--- src/include/cpm_pkg.sv ---
package cpm_pkg;

  // ----------------------------------------------------------------
  // management access
  // ----------------------------------------------------------------
  localparam logic [1:0]  MGMT_CTRL_ID = 2'h0;
  localparam logic [4:0]  REG_C45_DATA = 5'h0E;
  localparam logic [4:0]  REG_PAGE     = 5'h1F;
  localparam logic [4:0]  REG_EXT_LO   = 5'h10;
  localparam logic [15:0] PAGE_EXT1    = 16'h0001;
  localparam logic [15:0] PAGE_EXT2    = 16'h0002;
  localparam logic [15:0] PAGE_GP      = 16'h0010;

  typedef enum logic [1:0] {
    CPM_SP_STD,
    CPM_SP_EXT1,
    CPM_SP_EXT2,
    CPM_SP_GP
  } cpm_space_e;

  // ----------------------------------------------------------------
  // keys: {space, register address}
  // ----------------------------------------------------------------
  localparam logic [6:0] K_CTRL = 7'h00;
  localparam logic [6:0] K_STAT = 7'h01;
  localparam logic [6:0] K_C45C = 7'h0D;
  localparam logic [6:0] K_C45D = 7'h0E;
  localparam logic [6:0] K_BYP  = 7'h12;
  localparam logic [6:0] K_EXTC = 7'h16;
  localparam logic [6:0] K_IMSK = 7'h19;
  localparam logic [6:0] K_ISTA = 7'h1A;
  localparam logic [6:0] K_AUX  = 7'h1C;
  localparam logic [6:0] K_EXT3 = 7'h34;
  localparam logic [6:0] K_MODE = 7'h37;
  localparam logic [6:0] K_EEE  = 7'h51;
  localparam logic [6:0] K_WA0  = 7'h55;
  localparam logic [6:0] K_WA1  = 7'h56;
  localparam logic [6:0] K_WA2  = 7'h57;
  localparam logic [6:0] K_WCFG = 7'h5B;

  // ----------------------------------------------------------------
  // field positions
  // ----------------------------------------------------------------
  localparam int B_SOFT_RST  = 15;
  localparam int B_SPD_LSB   = 13;
  localparam int B_NEG_EN    = 12;
  localparam int B_DUPLEX    = 8;
  localparam int B_SPD_MSB   = 6;
  localparam int B_LINK      = 2;
  localparam int B_NEG_DONE  = 5;
  localparam int B_ALL_WR    = 0;
  localparam int B_RETAIN    = 1;
  localparam int B_FRX_DIS   = 7;
  localparam int B_XOVER_DIS = 5;
  localparam int B_POL_DIS   = 4;
  localparam int B_FB_EN     = 4;
  localparam int B_FB_CFG    = 2;
  localparam int B_FB_STAT   = 1;
  localparam int B_MAN_PAIR  = 2;
  localparam int B_GIG_TEST  = 5;
  localparam int B_LOW_AMP   = 4;
  localparam int B_WAKE      = 6;
  localparam int B_AUX_MDIX  = 13;
  localparam int B_AUX_CDSW  = 12;
  localparam int B_AUX_POL   = 8;
  localparam int B_AUX_DUP   = 5;
  localparam int B_AUX_SPD   = 3;
  localparam int B_C45_FUNC  = 14;

  // ----------------------------------------------------------------
  // values after reset and field codes
  // ----------------------------------------------------------------
  localparam logic       RST_NEG_EN  = 1'b1;
  localparam logic       RST_SPD_MSB = 1'b1;
  localparam logic       RST_SPD_LSB = 1'b0;
  localparam logic       RST_DUPLEX  = 1'b1;
  localparam logic       RST_RETAIN  = 1'b1;
  localparam logic [1:0] RST_FB_CFG  = 2'h1;
  localparam logic [3:0] FB_BASE     = 4'h2;
  localparam logic [1:0] SPD_10      = 2'h0;
  localparam logic [1:0] SPD_1000    = 2'h2;
  localparam logic [1:0] PAIR_MDI    = 2'h2;
  localparam logic [1:0] PAIR_MDIX   = 2'h3;

  // ----------------------------------------------------------------
  // line side carriers
  // ----------------------------------------------------------------
  typedef struct packed {
    logic       link_up;
    logic       partner_neg;
    logic       partner_gig;
    logic       gig_fail;
    logic [1:0] pd_speed;
    logic [1:0] res_speed;
    logic       res_duplex;
    logic       res_master;
    logic       mdix_seen;
    logic       cd_swap_seen;
    logic [3:0] pol_inv;
    logic       tx_idle;
    logic       wake_pkt;
  } cpm_line_stat_s;

  typedef struct packed {
    logic       neg_run;
    logic [1:0] speed;
    logic       duplex;
    logic       master;
    logic       adv_gig;
    logic       gig_test;
    logic       mdix;
    logic       cd_swap;
    logic       pol_fix_en;
    logic       lpi_en;
    logic       low_amp_10m;
    logic       wake_irq;
  } cpm_line_cfg_s;

endpackage

--- src/cpm_mem.sv ---
`timescale 1ns/1ps
// ------------------------------------------------------------------
// word store with registered read
// ------------------------------------------------------------------
module cpm_mem #(
  parameter int AW = 8,
  parameter int DW = 16
) (
  input  wire logic          ref_clk_i,
  input  wire logic          we_i,
  input  wire logic          re_i,
  input  wire logic [AW-1:0] addr_i,
  input  wire logic [DW-1:0] wdata_i,
  output logic      [DW-1:0] rdata_o
);

  logic [DW-1:0] mem [2**AW];

  // write port
  always_ff @(posedge ref_clk_i)
  begin
    if (we_i)
    begin
      mem[addr_i] <= wdata_i;
    end
  end

  // read data register
  always_ff @(posedge ref_clk_i)
  begin
    if (re_i)
    begin
      rdata_o <= mem[addr_i];
    end
  end

endmodule // cpm_mem

--- src/cpm_top.sv ---
// Strobed register access and the placing of the registers were left to the implementer.
`timescale 1ns/1ps
module cpm_top import cpm_pkg::*; #(
  parameter logic [4:0] PHY_ADDR = 5'h00,
  parameter int         FB_CW    = 4
) (
  input  wire logic           ref_clk_i,
  input  wire logic           rstn_i,
  input  wire logic [1:0]     mgmt_ctrl_id_i,
  input  wire logic [4:0]     mgmt_phy_addr_i,
  input  wire logic [4:0]     mgmt_reg_addr_i,
  input  wire logic [15:0]    mgmt_wdata_i,
  input  wire logic           mgmt_we_i,
  input  wire logic           mgmt_re_i,
  output logic      [15:0]    mgmt_rdata_o,
  output logic                mgmt_rack_o,
  input  wire cpm_line_stat_s line_stat_i,
  output cpm_line_cfg_s       line_cfg_o,
  output logic      [47:0]    wake_station_address_o
);

  // ----------------------------------------------------------------
  // helpers
  // ----------------------------------------------------------------
  // space that a register address falls in under a page
  function automatic cpm_space_e cpm_space(logic [15:0] pg, logic [4:0] ra);
    cpm_space_e s;
    s = CPM_SP_STD;
    if (pg == PAGE_GP)
      s = CPM_SP_GP;
    else if (pg == PAGE_EXT1 && ra >= REG_EXT_LO)
      s = CPM_SP_EXT1;
    else if (pg == PAGE_EXT2 && ra >= REG_EXT_LO)
      s = CPM_SP_EXT2;
    return s;
  endfunction

  // keys backed by dedicated fields rather than the store
  function automatic logic cpm_is_field(logic [6:0] k);
    return k inside {K_CTRL, K_STAT, K_C45C, K_C45D, K_BYP, K_EXTC,
                     K_IMSK, K_ISTA, K_AUX, K_EXT3, K_MODE, K_EEE,
                     K_WA0, K_WA1, K_WA2, K_WCFG};
  endfunction

  // store words kept across a soft reset: general-purpose page
  function automatic logic cpm_retained(logic [7:0] idx);
    return !idx[7] && (idx[6:5] == 2'(CPM_SP_GP));
  endfunction

  // ----------------------------------------------------------------
  // state
  // ----------------------------------------------------------------
  logic              neg_en_reg, spd_msb_reg, spd_lsb_reg, duplex_reg;
  logic              soft_rst_reg;
  logic              all_wr_reg, retain_reg;
  logic              frx_dis_reg, xover_dis_reg, pol_dis_reg;
  logic              fb_en_reg, downshift_reg;
  logic [1:0]        fb_cfg_reg, man_pair_reg;
  logic [FB_CW-1:0]  fail_cnt_reg;
  logic              gig_test_reg, low_amp_reg;
  logic              wake_mask_reg, wake_pend_reg;
  logic [15:0]       page_reg, c45_ctrl_reg, c45_addr_reg, wake_cfg_reg;
  logic [15:0]       wa_reg [3];
  logic [255:0]      valid_reg;
  logic              rd_ok_reg, rd_mem_reg, rd_vld_reg;
  logic [15:0]       rd_fld_reg, mem_q, fld_val;
  cpm_line_cfg_s     cfg_next;

  // ----------------------------------------------------------------
  // access decode
  // ----------------------------------------------------------------
  logic       id_ok, addr_ok, wr_ok, rd_ok, is_page, c45_data;
  logic       sticky_clr, mem_we, mem_acc;
  logic [6:0] key;
  logic [7:0] mem_idx;
  logic [15:0] wd;

  assign id_ok   = (mgmt_ctrl_id_i == MGMT_CTRL_ID);
  assign addr_ok = (mgmt_phy_addr_i == PHY_ADDR);
  assign wr_ok   = mgmt_we_i && id_ok && (addr_ok || all_wr_reg);
  assign rd_ok   = mgmt_re_i && id_ok && addr_ok;
  assign is_page = (mgmt_reg_addr_i == REG_PAGE);
  assign key     = {2'(cpm_space(page_reg, mgmt_reg_addr_i)),
                    mgmt_reg_addr_i};
  assign c45_data = (key == K_C45D) && (c45_ctrl_reg[B_C45_FUNC +: 2] != 2'h0);
  assign mem_acc  = !is_page && (c45_data || !cpm_is_field(key));
  assign mem_idx  = c45_data ? {1'b1, c45_addr_reg[6:0]}
                             : {1'b0, key};
  assign mem_we   = wr_ok && mem_acc && !soft_rst_reg;
  assign sticky_clr = soft_rst_reg && !retain_reg;
  assign wd = mgmt_wdata_i;

  // write strobe for one key
  function automatic logic wr_hit(logic [6:0] k);
    return wr_ok && !is_page && (key == k);
  endfunction

  // ----------------------------------------------------------------
  // page, control and soft reset
  // ----------------------------------------------------------------
  // page select, kept across a soft reset like other retained fields
  always_ff @(posedge ref_clk_i)
  begin
    if (!rstn_i || sticky_clr)
      page_reg <= 16'h0000;
    else if (wr_ok && is_page)
      page_reg <= wd;
  end

  // soft reset strobe, self clearing after one cycle
  always_ff @(posedge ref_clk_i)
  begin
    if (!rstn_i)
      soft_rst_reg <= 1'b0;
    else
      soft_rst_reg <= wr_hit(K_CTRL) && wd[B_SOFT_RST] && !soft_rst_reg;
  end

  // negotiation, speed and duplex control
  always_ff @(posedge ref_clk_i)
  begin
    if (!rstn_i || soft_rst_reg)
    begin
      neg_en_reg  <= RST_NEG_EN;
      spd_msb_reg <= RST_SPD_MSB;
      spd_lsb_reg <= RST_SPD_LSB;
      duplex_reg  <= RST_DUPLEX;
    end
    else if (wr_hit(K_CTRL))
    begin
      neg_en_reg  <= wd[B_NEG_EN];
      spd_msb_reg <= wd[B_SPD_MSB];
      spd_lsb_reg <= wd[B_SPD_LSB];
      duplex_reg  <= wd[B_DUPLEX];
    end
  end

  // retained extended control
  always_ff @(posedge ref_clk_i)
  begin
    if (!rstn_i || sticky_clr)
    begin
      all_wr_reg <= 1'b0;
      retain_reg <= RST_RETAIN;
    end
    else if (wr_hit(K_EXTC) && !soft_rst_reg)
    begin
      all_wr_reg <= wd[B_ALL_WR];
      retain_reg <= wd[B_RETAIN];
    end
  end

  // ----------------------------------------------------------------
  // plain configuration fields
  // ----------------------------------------------------------------
  always_ff @(posedge ref_clk_i)
  begin
    if (!rstn_i || soft_rst_reg)
    begin
      frx_dis_reg   <= 1'b0;
      xover_dis_reg <= 1'b0;
      pol_dis_reg   <= 1'b0;
      fb_en_reg     <= 1'b0;
      fb_cfg_reg    <= RST_FB_CFG;
      man_pair_reg  <= 2'h0;
      gig_test_reg  <= 1'b0;
      low_amp_reg   <= 1'b0;
      wake_mask_reg <= 1'b0;
      wake_cfg_reg  <= 16'h0000;
      c45_ctrl_reg  <= 16'h0000;
      c45_addr_reg  <= 16'h0000;
      for (int i = 0; i < 3; i++)
        wa_reg[i] <= 16'h0000;
    end
    else
    begin
      if (wr_hit(K_BYP))
      begin
        frx_dis_reg   <= wd[B_FRX_DIS];
        xover_dis_reg <= wd[B_XOVER_DIS];
        pol_dis_reg   <= wd[B_POL_DIS];
      end
      if (wr_hit(K_EXT3))
      begin
        fb_en_reg  <= wd[B_FB_EN];
        fb_cfg_reg <= wd[B_FB_CFG +: 2];
      end
      if (wr_hit(K_MODE))
        man_pair_reg <= wd[B_MAN_PAIR +: 2];
      if (wr_hit(K_EEE))
      begin
        gig_test_reg <= wd[B_GIG_TEST];
        low_amp_reg  <= wd[B_LOW_AMP];
      end
      if (wr_hit(K_IMSK))
        wake_mask_reg <= wd[B_WAKE];
      if (wr_hit(K_WCFG))
        wake_cfg_reg <= wd;
      if (wr_hit(K_C45C))
        c45_ctrl_reg <= wd;
      if (wr_hit(K_C45D) && !c45_data)
        c45_addr_reg <= wd;
      if (wr_hit(K_WA0))
        wa_reg[0] <= wd;
      if (wr_hit(K_WA1))
        wa_reg[1] <= wd;
      if (wr_hit(K_WA2))
        wa_reg[2] <= wd;
    end
  end

  // ----------------------------------------------------------------
  // store validity: unwritten words read as their zero default
  // ----------------------------------------------------------------
  always_ff @(posedge ref_clk_i)
  begin
    if (!rstn_i)
      valid_reg <= '0;
    else if (soft_rst_reg)
    begin
      for (int i = 0; i < 256; i++)
        if (!cpm_retained(8'(i)) || !retain_reg)
          valid_reg[i] <= 1'b0;
    end
    else if (mem_we)
      valid_reg[mem_idx] <= 1'b1;
  end

  cpm_mem #(
    .AW (8),
    .DW (16)
  ) u_mem (
    .ref_clk_i (ref_clk_i),
    .we_i      (mem_we),
    .re_i      (rd_ok),
    .addr_i    (mem_idx),
    .wdata_i   (wd),
    .rdata_o   (mem_q)
  );

  // ----------------------------------------------------------------
  // line behaviour
  // ----------------------------------------------------------------
  logic       forced_gig, forced_lo, test_gig, neg_run, auto_ok;
  logic [1:0] cur_speed;
  logic [FB_CW-1:0] fb_limit;

  assign forced_gig = !neg_en_reg && spd_msb_reg && !spd_lsb_reg;
  assign test_gig   = !neg_en_reg && gig_test_reg && spd_lsb_reg
                      && !spd_msb_reg;
  assign neg_run    = neg_en_reg || (forced_gig && !test_gig);
  assign forced_lo  = !neg_run && !test_gig;
  assign auto_ok    = !xover_dis_reg && !(forced_lo && frx_dis_reg);
  assign fb_limit   = FB_CW'(FB_BASE) + FB_CW'(fb_cfg_reg);

  // resolved speed and duplex
  always_comb
  begin
    cfg_next = '0;
    if (test_gig)
      cur_speed = SPD_1000;
    else if (!neg_run)
      cur_speed = {spd_msb_reg, spd_lsb_reg};
    else if (line_stat_i.partner_neg)
      cur_speed = line_stat_i.res_speed;
    else
      cur_speed = line_stat_i.pd_speed;
    cfg_next.neg_run  = neg_run;
    cfg_next.speed    = cur_speed;
    cfg_next.duplex   = neg_run ? line_stat_i.res_duplex : duplex_reg;
    cfg_next.master   = neg_run && line_stat_i.res_master;
    cfg_next.adv_gig  = !downshift_reg;
    cfg_next.gig_test = test_gig;
    unique case (man_pair_reg)
      PAIR_MDI:  cfg_next.mdix = 1'b0;
      PAIR_MDIX: cfg_next.mdix = 1'b1;
      default:
      begin
        cfg_next.mdix    = auto_ok && line_stat_i.mdix_seen;
        cfg_next.cd_swap = auto_ok && line_stat_i.cd_swap_seen;
      end
    endcase
    cfg_next.pol_fix_en  = !pol_dis_reg;
    cfg_next.lpi_en      = line_stat_i.link_up && line_stat_i.tx_idle
                           && (cur_speed != SPD_10);
    cfg_next.low_amp_10m = low_amp_reg && (cur_speed == SPD_10);
    cfg_next.wake_irq    = wake_pend_reg && wake_mask_reg;
  end

  // registered line configuration
  always_ff @(posedge ref_clk_i)
  begin
    if (!rstn_i)
      line_cfg_o <= '0;
    else
      line_cfg_o <= cfg_next;
  end

  // gigabit failure counting and downshift
  always_ff @(posedge ref_clk_i)
  begin
    if (!rstn_i || soft_rst_reg || !fb_en_reg
        || line_stat_i.partner_gig)
    begin
      fail_cnt_reg  <= '0;
      downshift_reg <= 1'b0;
    end
    else if (neg_run && line_stat_i.gig_fail && !downshift_reg)
    begin
      fail_cnt_reg  <= fail_cnt_reg + FB_CW'(1);
      downshift_reg <= (fail_cnt_reg + FB_CW'(1)) >= fb_limit;
    end
  end

  // wake pending: set wins over clear on read
  always_ff @(posedge ref_clk_i)
  begin
    if (!rstn_i || soft_rst_reg)
      wake_pend_reg <= 1'b0;
    else if (line_stat_i.wake_pkt && wake_mask_reg && line_stat_i.link_up)
      wake_pend_reg <= 1'b1;
    else if (rd_ok && !is_page && key == K_ISTA)
      wake_pend_reg <= 1'b0;
  end

  assign wake_station_address_o = {wa_reg[2], wa_reg[1], wa_reg[0]};

  // ----------------------------------------------------------------
  // read path
  // ----------------------------------------------------------------
  always_comb
  begin
    fld_val = 16'h0000;
    if (is_page)
      fld_val = page_reg;
    else
      unique case (key)
        K_CTRL:
        begin
          fld_val[B_SOFT_RST] = soft_rst_reg;
          fld_val[B_NEG_EN]   = neg_en_reg;
          fld_val[B_SPD_MSB]  = spd_msb_reg;
          fld_val[B_SPD_LSB]  = spd_lsb_reg;
          fld_val[B_DUPLEX]   = duplex_reg;
        end
        K_STAT:
        begin
          fld_val[B_LINK]     = line_stat_i.link_up;
          fld_val[B_NEG_DONE] = line_stat_i.link_up && neg_run;
        end
        K_EXTC:
        begin
          fld_val[B_ALL_WR] = all_wr_reg;
          fld_val[B_RETAIN] = retain_reg;
        end
        K_BYP:
        begin
          fld_val[B_FRX_DIS]   = frx_dis_reg;
          fld_val[B_XOVER_DIS] = xover_dis_reg;
          fld_val[B_POL_DIS]   = pol_dis_reg;
        end
        K_AUX:
        begin
          fld_val[B_AUX_MDIX]     = line_cfg_o.mdix;
          fld_val[B_AUX_CDSW]     = line_cfg_o.cd_swap;
          fld_val[B_AUX_POL +: 4] = line_cfg_o.pol_fix_en
                                    ? line_stat_i.pol_inv : 4'h0;
          fld_val[B_AUX_DUP]      = line_cfg_o.duplex;
          fld_val[B_AUX_SPD +: 2] = line_cfg_o.speed;
        end
        K_EXT3:
        begin
          fld_val[B_FB_EN]       = fb_en_reg;
          fld_val[B_FB_CFG +: 2] = fb_cfg_reg;
          fld_val[B_FB_STAT]     = downshift_reg;
        end
        K_MODE:  fld_val[B_MAN_PAIR +: 2] = man_pair_reg;
        K_EEE:
        begin
          fld_val[B_GIG_TEST] = gig_test_reg;
          fld_val[B_LOW_AMP]  = low_amp_reg;
        end
        K_IMSK:  fld_val[B_WAKE] = wake_mask_reg;
        K_ISTA:  fld_val[B_WAKE] = wake_pend_reg;
        K_WCFG:  fld_val = wake_cfg_reg;
        K_C45C:  fld_val = c45_ctrl_reg;
        K_C45D:  fld_val = c45_addr_reg;
        K_WA0:   fld_val = wa_reg[0];
        K_WA1:   fld_val = wa_reg[1];
        K_WA2:   fld_val = wa_reg[2];
        default: fld_val = 16'h0000;
      endcase
  end

  // capture read selection for the answer cycle
  always_ff @(posedge ref_clk_i)
  begin
    if (!rstn_i)
    begin
      rd_ok_reg  <= 1'b0;
      rd_mem_reg <= 1'b0;
      rd_vld_reg <= 1'b0;
      rd_fld_reg <= 16'h0000;
    end
    else
    begin
      rd_ok_reg  <= rd_ok;
      rd_mem_reg <= mem_acc;
      rd_vld_reg <= valid_reg[mem_idx];
      rd_fld_reg <= fld_val;
    end
  end

  assign mgmt_rack_o  = rd_ok_reg;
  assign mgmt_rdata_o = !rd_ok_reg ? 16'h0000
                      : rd_mem_reg ? (rd_vld_reg ? mem_q : 16'h0000)
                      : rd_fld_reg;

endmodule // cpm_top

--- config.mk ---
export PLATFORM = sky130hd
export DESIGN_NAME = cpm_top
export DESIGN_NICKNAME = d
export VERILOG_FILES = /design/src/include/cpm_pkg.sv /design/src/cpm_mem.sv /design/src/cpm_top.sv
export SDC_FILE = /design/constraint.sdc
export NUM_CORES = 2
export LEC_CHECK = 0
export BUFFER_PORTS_ARGS = -buffer_cell sky130_fd_sc_hd__buf_2
export CORE_MARGIN = 1.5
export CORE_UTILIZATION = 37
export CTS_BUF_LIST = sky130_fd_sc_hd__clkbuf_4
export DETAILED_ROUTE_END_ITERATION = 10
export PLACE_DENSITY_LB_ADDON = 0.15
export RECOVER_POWER = 100
export SYNTH_ARGS = -nofsm -noshare
export SYNTH_HDL_FRONTEND = slang
export SYNTH_HIERARCHICAL = 1
export SYNTH_MEMORY_MAX_BITS = 65536
export SYNTH_SLANG_ARGS = --single-unit
--- constraint.sdc ---
create_clock -name ref_clk_i -period 5.59 [get_ports ref_clk_i]
set_input_delay 0.8385 -clock ref_clk_i [delete_from_list [all_inputs] [get_ports ref_clk_i]]
set_output_delay 0.8385 -clock ref_clk_i [all_outputs]
set_load 0.005 [all_outputs]
# Word level (Yosys, flattened, before mapping)
# Memory sizes are Yosys's and may differ from the RTL's. A register that Yosys moved wholly into a read port is not among the register bits.
# Cells that the tools add are included.
dict set report word_totals {
  ff_bits 376
  ram_bits 4144
  output_inout_bits 78
  elab_cells 217
  memories 2
}
# name words word_bits rd rd_clocked_by_memory_dff write_ports line_no
set memory_table {}
lappend memory_table {u_mem.mem 256 16 1 1 1 cpm_mem.sv:17} ;# logic [DW-1:0] mem [2**AW];
lappend memory_table {wa_reg 3 16 3 0 3 cpm_top.sv:63} ;# logic [15:0] wa_reg [3];
dict set report op_classes {
  add_sub_neg 2
  n_lt_le_gt_ge 4
  eq_ne 22
  muxes 52
  n_bitwise 5
  reduce_logical 89
}
# operator count
set op_table {}
lappend op_table {{2-to-1 mux 128 bit} 2}
lappend op_table {{bitwise OR 256 bit} 1}
lappend op_table {{2-to-1 mux 16 bit} 7}
lappend op_table {{logical AND 1 bit} 54}
lappend op_table {{equality test 7 x 5 -> 1 bit, second input constant} 5}
lappend op_table {{equality test 7 bit, second input constant} 5}
lappend op_table {{one-hot mux 1 bit (9 select lines)} 3}
lappend op_table {{one-hot mux 1 bit (7 select lines)} 3}
lappend op_table {{one-hot mux 3 bit (7 select lines)} 1}
lappend op_table {{one-hot mux 1 bit (10 select lines)} 2}
lappend op_table {{2-to-1 mux 1 bit} 19}
lappend op_table {{equality test 16 x 1 -> 1 bit, second input constant} 1}
lappend op_table {{equality test 16 x 2 -> 1 bit, second input constant} 1}
lappend op_table {{equality test 16 x 5 -> 1 bit, second input constant} 1}
lappend op_table {{zero test 1 bit} 16}
lappend op_table {{one-hot mux 1 bit (8 select lines)} 2}
lappend op_table {{one-hot mux 2 bit (8 select lines)} 1}
lappend op_table {{nonzero test 16 bit} 1}
lappend op_table {{equality test 7 x 4 -> 1 bit, second input constant} 2}
lappend op_table {{equality test 7 x 6 -> 1 bit, second input constant} 2}
lappend op_table {{2-to-1 mux 2 bit} 6}
lappend op_table {{< comparator 8 x 9 -> 1 bit, second input constant} 1}
lappend op_table {{binary-select mux 1 bit (select 8 bit)} 1}
lappend op_table {{demux 1 bit (select 8 bit)} 1}
lappend op_table {{other kinds (23)} 36}

# Longest topological paths before layout
dict set report depth {
  word_depth 15
  ltp_mapped 19
}

# Hierarchy
# The synthesis kept the hierarchy.
# module n_inst cells_per_inst area_each_um2
set modules_own_cells {}
lappend modules_own_cells {cpm_mem 1 6727 155564.2}
lappend modules_own_cells {cpm_top 1 2023 17767.0}

# Least setup slack after synthesis
# No wires, ideal clock.
dict set report synth_path {
  kind {input port to flip-flop}
  startpoint {input port mgmt_reg_addr_i[1]}
  endpoint {memory u_mem.mem[145][0] (enable)}
  setup_ps 409
  arrival_time_ps 4605
  required_time_ps 5181
  setup_slack_ps 575
  stages 15
  n_path_buf 9
  cell_sequence {buf_2 -> nand2b_1 -> nor4_2 -> a21oi_2 -> inv_2 -> buf_2 -> buf_2 -> buf_2 -> clkbuf_1 -> buf_6 -> clkbuf_1 -> buf_2 -> nand2b_1 -> clkbuf_1 -> nor3_1}
}
dict set report synth_between {
  word_cells_on_any_way 34
}
# item line_no
set synth_rtl {}
lappend synth_rtl {{start, declared} cpm_top.sv:11} ;# input wire logic [4:0] mgmt_reg_addr_i,
lappend synth_rtl {{>= comparator 5 bit} {cpm_top.sv:31, cpm_top.sv:33}}
lappend synth_rtl {{logical AND 1 bit} cpm_top.sv:33} ;# else if (pg == PAGE_EXT2 && ra >= REG_EXT_LO)
lappend synth_rtl {{2-to-1 mux 2 bit} cpm_top.sv:33}
lappend synth_rtl {{2-to-1 mux 2 bit} cpm_top.sv:31} ;# else if (pg == PAGE_EXT1 && ra >= REG_EXT_LO)
lappend synth_rtl {{2-to-1 mux 2 bit} cpm_top.sv:29} ;# if (pg == PAGE_GP)
lappend synth_rtl {{equality test 7 x 4 -> 1 bit *} cpm_top.sv:85} ;# assign c45_data = (key == K_C45D) && (c45_ctrl_reg[B_C45_FUNC +: 2] != 2'h0);
lappend synth_rtl {{logical AND 1 bit *} cpm_top.sv:85}
lappend synth_rtl {{2-to-1 mux 8 bit *} cpm_top.sv:87} ;# assign mem_idx = c45_data ? {1'b1, c45_addr_reg[6:0]}
lappend synth_rtl {{net mem_idx[0]} cpm_top.sv:75} ;# logic [7:0] mem_idx;
lappend synth_rtl {{end, declared} cpm_mem.sv:17}
# Mark *: on every way through the listed nets, which the timed path passes. The rest lies on a longest branch.

# Worst setup path after layout
dict set report layout_path {
  startpoint {register page_reg[0]}
  endpoint {memory u_mem.mem[233][10] (enable)}
}
dict set report layout_between {
  word_cells_on_any_way 34
}
# item line_no
set layout_rtl {}
lappend layout_rtl {{start, declared} cpm_top.sv:62} ;# logic [15:0] page_reg, c45_ctrl_reg, c45_addr_reg, wake_cfg_reg;
lappend layout_rtl {{start signal, assigned} cpm_top.sv:107} ;# page_reg <= wd;
lappend layout_rtl {{equality test 16 x 2 -> 1 bit} cpm_top.sv:33}
lappend layout_rtl {{logical AND 1 bit} cpm_top.sv:33}
lappend layout_rtl {{2-to-1 mux 2 bit} cpm_top.sv:33}
lappend layout_rtl {{2-to-1 mux 2 bit} cpm_top.sv:31}
lappend layout_rtl {{2-to-1 mux 2 bit *} cpm_top.sv:29}
lappend layout_rtl {{equality test 7 x 4 -> 1 bit *} cpm_top.sv:85}
lappend layout_rtl {{logical AND 1 bit *} cpm_top.sv:85}
lappend layout_rtl {{2-to-1 mux 8 bit *} cpm_top.sv:87}
lappend layout_rtl {{net mem_idx[4]} cpm_top.sv:75}
# Marked as above.

==> results.ini <==
[power_and_ir_drop]
p_leak_nw = 64.6
ir_drop_uv = 198
sequentialPowerShare_pct = 53.5
total_power_mw = 69.3
p_sw_mw = 15.6
p_per_area_nw_per_um2 = 343
clkPwrFrac_pct = 41.7
p_sw_share_pct = 22.5
comb_power_share_pct = 4.8
internal_power_mw = 53.7

[run_status]
status = complete, but fails checks
failed_checks = capacitance limit, slew limit, setup timing

[floorplan]
die-area_um2 = 473000
core_um2 = 467000
initial_core_util_pct = 37.1
rows = 251
num_io_pins = 128
fp.dieW_um = 687
die_y_um = 687

[sta]
fmax_ghz = 0.178
whs_ps = 292
clock_skew_ps = 239
setup_viol = 11
post-route-min-period_ps = 5630
fin_crit_sh_pct = 101
relSlewSlack_pct = -298
rsz0062_at_grt = no
worstMarginPinSlew_ps = 5970
fin_ws_ps = -36.5
final_max_slew_viol_count = 2472
setup_tns_ps = -273
finalHoldViolations = 0

[grt]
grt_max_degree = 158
overflow = 0
antenna_found_initial = 35
grt_pass1_vias = 99800
grt_pass1_wl_mm = 746
track_usage_pct = 22.4

[synth]
synth_compound_area_share_pct = 5.06
synth_nets = 8804
synth_top_family_by_area = multiplexers
muxShareOfSynthArea_pct = 13.8
ys.flop_type = edfxtp_1
yosys.area_share.simple_pct = 3.15
ys_seq_elements = 4536
synth.yosys.warnings = 6
synth_fa_ha_area_share_pct = 0.0289
synth-edff-count = 4160
synth_seq_area_share_pct = 76.4
synthCells = 8750
avgSynthCellArea_um2 = 19.8
syn-cell-area_um2 = 173000
synth_xor_area_share_pct = 0.0303
synth_cell_type_count = 74
async_flop_share_pct = 0

[worst_setup_path]
r2r_slack_ps = -40
cp_common_cell = clkbuf_2
crit_start = page_reg[0]$_SDFFE_PP0P_
critical_path_arrival_ps = 6880
path_class = flop to flop
rr_startpoint = page_reg[0]$_SDFFE_PP0P_
cp_max_fo = 16
crit_end = u_mem/mem[233][10]$_DFFE_PP_
rr_endpoint = u_mem/mem[233][10]$_DFFE_PP_
cp_num_buf_inv = 4
crit_cells = 10
critPathCaptureType = flop
reg2regPathDepth = 10
crit_family = simple AND/OR/NAND/NOR gates
path_cells = nor4b_2 > nand4_1 > buf_4 > a31oi_4 > inv_1 > nor2b_1 > nand2_1 > clkbuf_2 > nor2_1 > clkbuf_2
startpoint_type = flop
cp_slowest_cell = nor2b_1
cpPeakStageDelay_ps = 1160
crit_required_ps = 6850

[clock_tree]
cts_buffer_depth = 5
clk_pin_slew_ps = 70
cts-root-buf = clkbuf_4
clock_sinks = 4536
cts_tree = done
numCtsBuffers = 1273
cts_setup_buffers = 0
htree_levels = 7
clk_latency_ps = 1810

[route]
wirelength_mm = 530
first_iter_violations = 10700
dr.pass1.iters = 5
drt-vias-per-instance = 5.56
via_count = 97300
drc = 0
wl_per_cell_um = 30.2
ant_nets = 0

[final_layout]
fill_cells = 41200
fin_area_um2 = 202000
seq_area_um2 = 132000
largest_reg_flops = 4096
finalNonFillerCells = 17500
area_growth_pct = 16.5
final_util_pct = 43.2
multiInputGateArea_um2 = 38800
nNetsFinal = 10500
drive_gt1_share_pct = 33.6

[placed_design]
dpl_worst_slack_ps = -443
port_buffers = 127
gp_congestion = 0.854
place_inst = 15300
hpwlAfterDp_mm = 322
dpl_cell_area_um2 = 187000

[worst_hold_path]
hold_path.class = input pin to flop

[run]
maxCapViolations = 32

==> cells in the mapped netlist, types with 18 or more instances <==
| cell | count | area [um^2] |
|---|---|---|
| nand3_1 | 119 | 596 |
| buf_1 | 60 | 225 |
| nand2_1 | 498 | 1870 |
| inv_1 | 28 | 105 |
| mux2i_1 | 71 | 711 |
| o41ai_1 | 66 | 578 |
| buf_4 | 18 | 135 |
| and2_1 | 27 | 169 |
| mux4_2 | 1024 | 23100 |
| nor2b_1 | 39 | 244 |
| nand4_1 | 41 | 257 |
| edfxtp_1 | 4160 | 125000 |
| dfxtp_1 | 376 | 7530 |
| a21oi_1 | 331 | 1660 |
| and3_1 | 53 | 332 |
| nor3_1 | 43 | 215 |
| a221oi_1 | 18 | 158 |
| a22oi_1 | 520 | 3900 |
| buf_2 | 123 | 616 |
| a31oi_1 | 37 | 231 |
| o21ai_0 | 151 | 756 |
| clkbuf_1 | 333 | 1250 |
| buf_6 | 31 | 349 |
| a32o_1 | 76 | 761 |
| nor2_1 | 348 | 1310 |
==> worst min-delay path: cells and delay by family <==
kind	cells	cell delay, ps
and+or+nand+nor	4	500
buffers and inverters	2	330
AOI/OAI and AO/OA	1	230
muxes	1	140
==> worst min-delay path by stage <==
| stage | endpoint | slack [ps] | startpoint | depth (start not counted) |
|---|---|---|---|---|
| 2_1_floorplan | line_cfg_o[3]$_SDFF_PN0_ | 410 | pol_dis_reg$_SDFFE_PP0P_ | 1 |
| 3_3_place_gp | valid_reg[86]$_SDFFE_PP0P_ | 430 | valid_reg[86]$_SDFFE_PP0P_ | 2 |
| 3_5_place_dp | valid_reg[52]$_SDFFE_PP0P_ | 440 | valid_reg[52]$_SDFFE_PP0P_ | 2 |
| 4_1_cts | c45_ctrl_reg[13]$_SDFFE_PP0P_ | 0.2 | mgmt_wdata_i[13] | 4 |
| 5_1_grt | man_pair_reg[0]$_SDFFE_PP0P_ | 100 | mgmt_ctrl_id_i[1] | 8 |
| 6_report | man_pair_reg[0]$_SDFFE_PP0P_ | 290 | mgmt_ctrl_id_i[1] | 8 |
==> logic make-up after synthesis <==
logic type / count (synthesis)
adders and majority gates: 4
muxes: 1101
and+or+nand+nor: 1220
DFF: 4536
buffers and inverters: 598
AOI/OAI and AO/OA: 1285
xor gates and xnor gates: 6
==> placed cells by master (no fill, tap or decap), types with 11 or more instances in the layout <==
cell type,n
inv_1,29
diode_2,40
a32o_1,76
a221oi_1,18
nor2_1,310
dlygate4sd3_1,95
o41ai_4,11
nand2_1,494
mux4_2,1024
nor3_2,17
clkinv_1,179
nor2_2,36
clkinv_2,13
and2_0,20
buf_12,85
a22oi_1,520
buf_4,342
clkbuf_1,172
o21ai_0,151
inv_2,19
and3_1,53
o41ai_1,31
a21oi_1,332
o41ai_2,24
clkbuf_4,1887
nor3_1,30
buf_2,63
a32oi_1,17
a211oi_1,16
nand3_1,119
a31oi_1,37
dfxtp_1,376
nor2b_1,34
clkbuf_2,203
edfxtp_1,4160
mux2i_1,71
nand4_1,41
==> per-layer routing <==
layer / wire length, um / part of all wire (%) / up-vias / track usage, %
met4: 13000 / 2.4 / 12 / 7.51
met1: 222000 / 42 / 51700 / 30.5
met3: 38800 / 7.3 / 709 / 5.13
li1: - / - / 40600 / -
met2: 256000 / 48 / 4230 / 35.5
met5: 83 / 0.016 / - / 0
==> power groups by stage <==
stage | Combinational (mW) | Clock [mW] | Sequential, mW
global placement | 3.28 | 0 | 37.7
finish | 3.29 | 28.9 | 37.1
detailed placement | 3.32 | 0 | 37.7
global route | 3.47 | 31.6 | 37.1
CTS | 3.38 | 29.8 | 37.0
floorplan | 1.55 | 0 | 37.7
==> final cells by class <==
| cell class | instances | share of cell area (%) |
|---|---|---|
| Tap cell | 6198 | 3.84 |
| Inverter | 33 | 0.0688 |
| Sequential cell | 4536 | 65.6 |
| Timing Repair Buffer | 997 | 3.73 |
| Antenna cell | 40 | 0.0496 |
| Clock inverter | 226 | 0.573 |
| Clock buffer | 1860 | 6.92 |
| Multi-Input combinational cell | 3616 | 19.2 |
==> repair_timing <==
item | CTS | global route
gates resized for setup | 1 | 4
hold buffers | 95 | 0
hold endpoints to repair | 3729 | 0
endpoints found under the setup margin | 165 | 4
(Power assumes the default switching activity.)
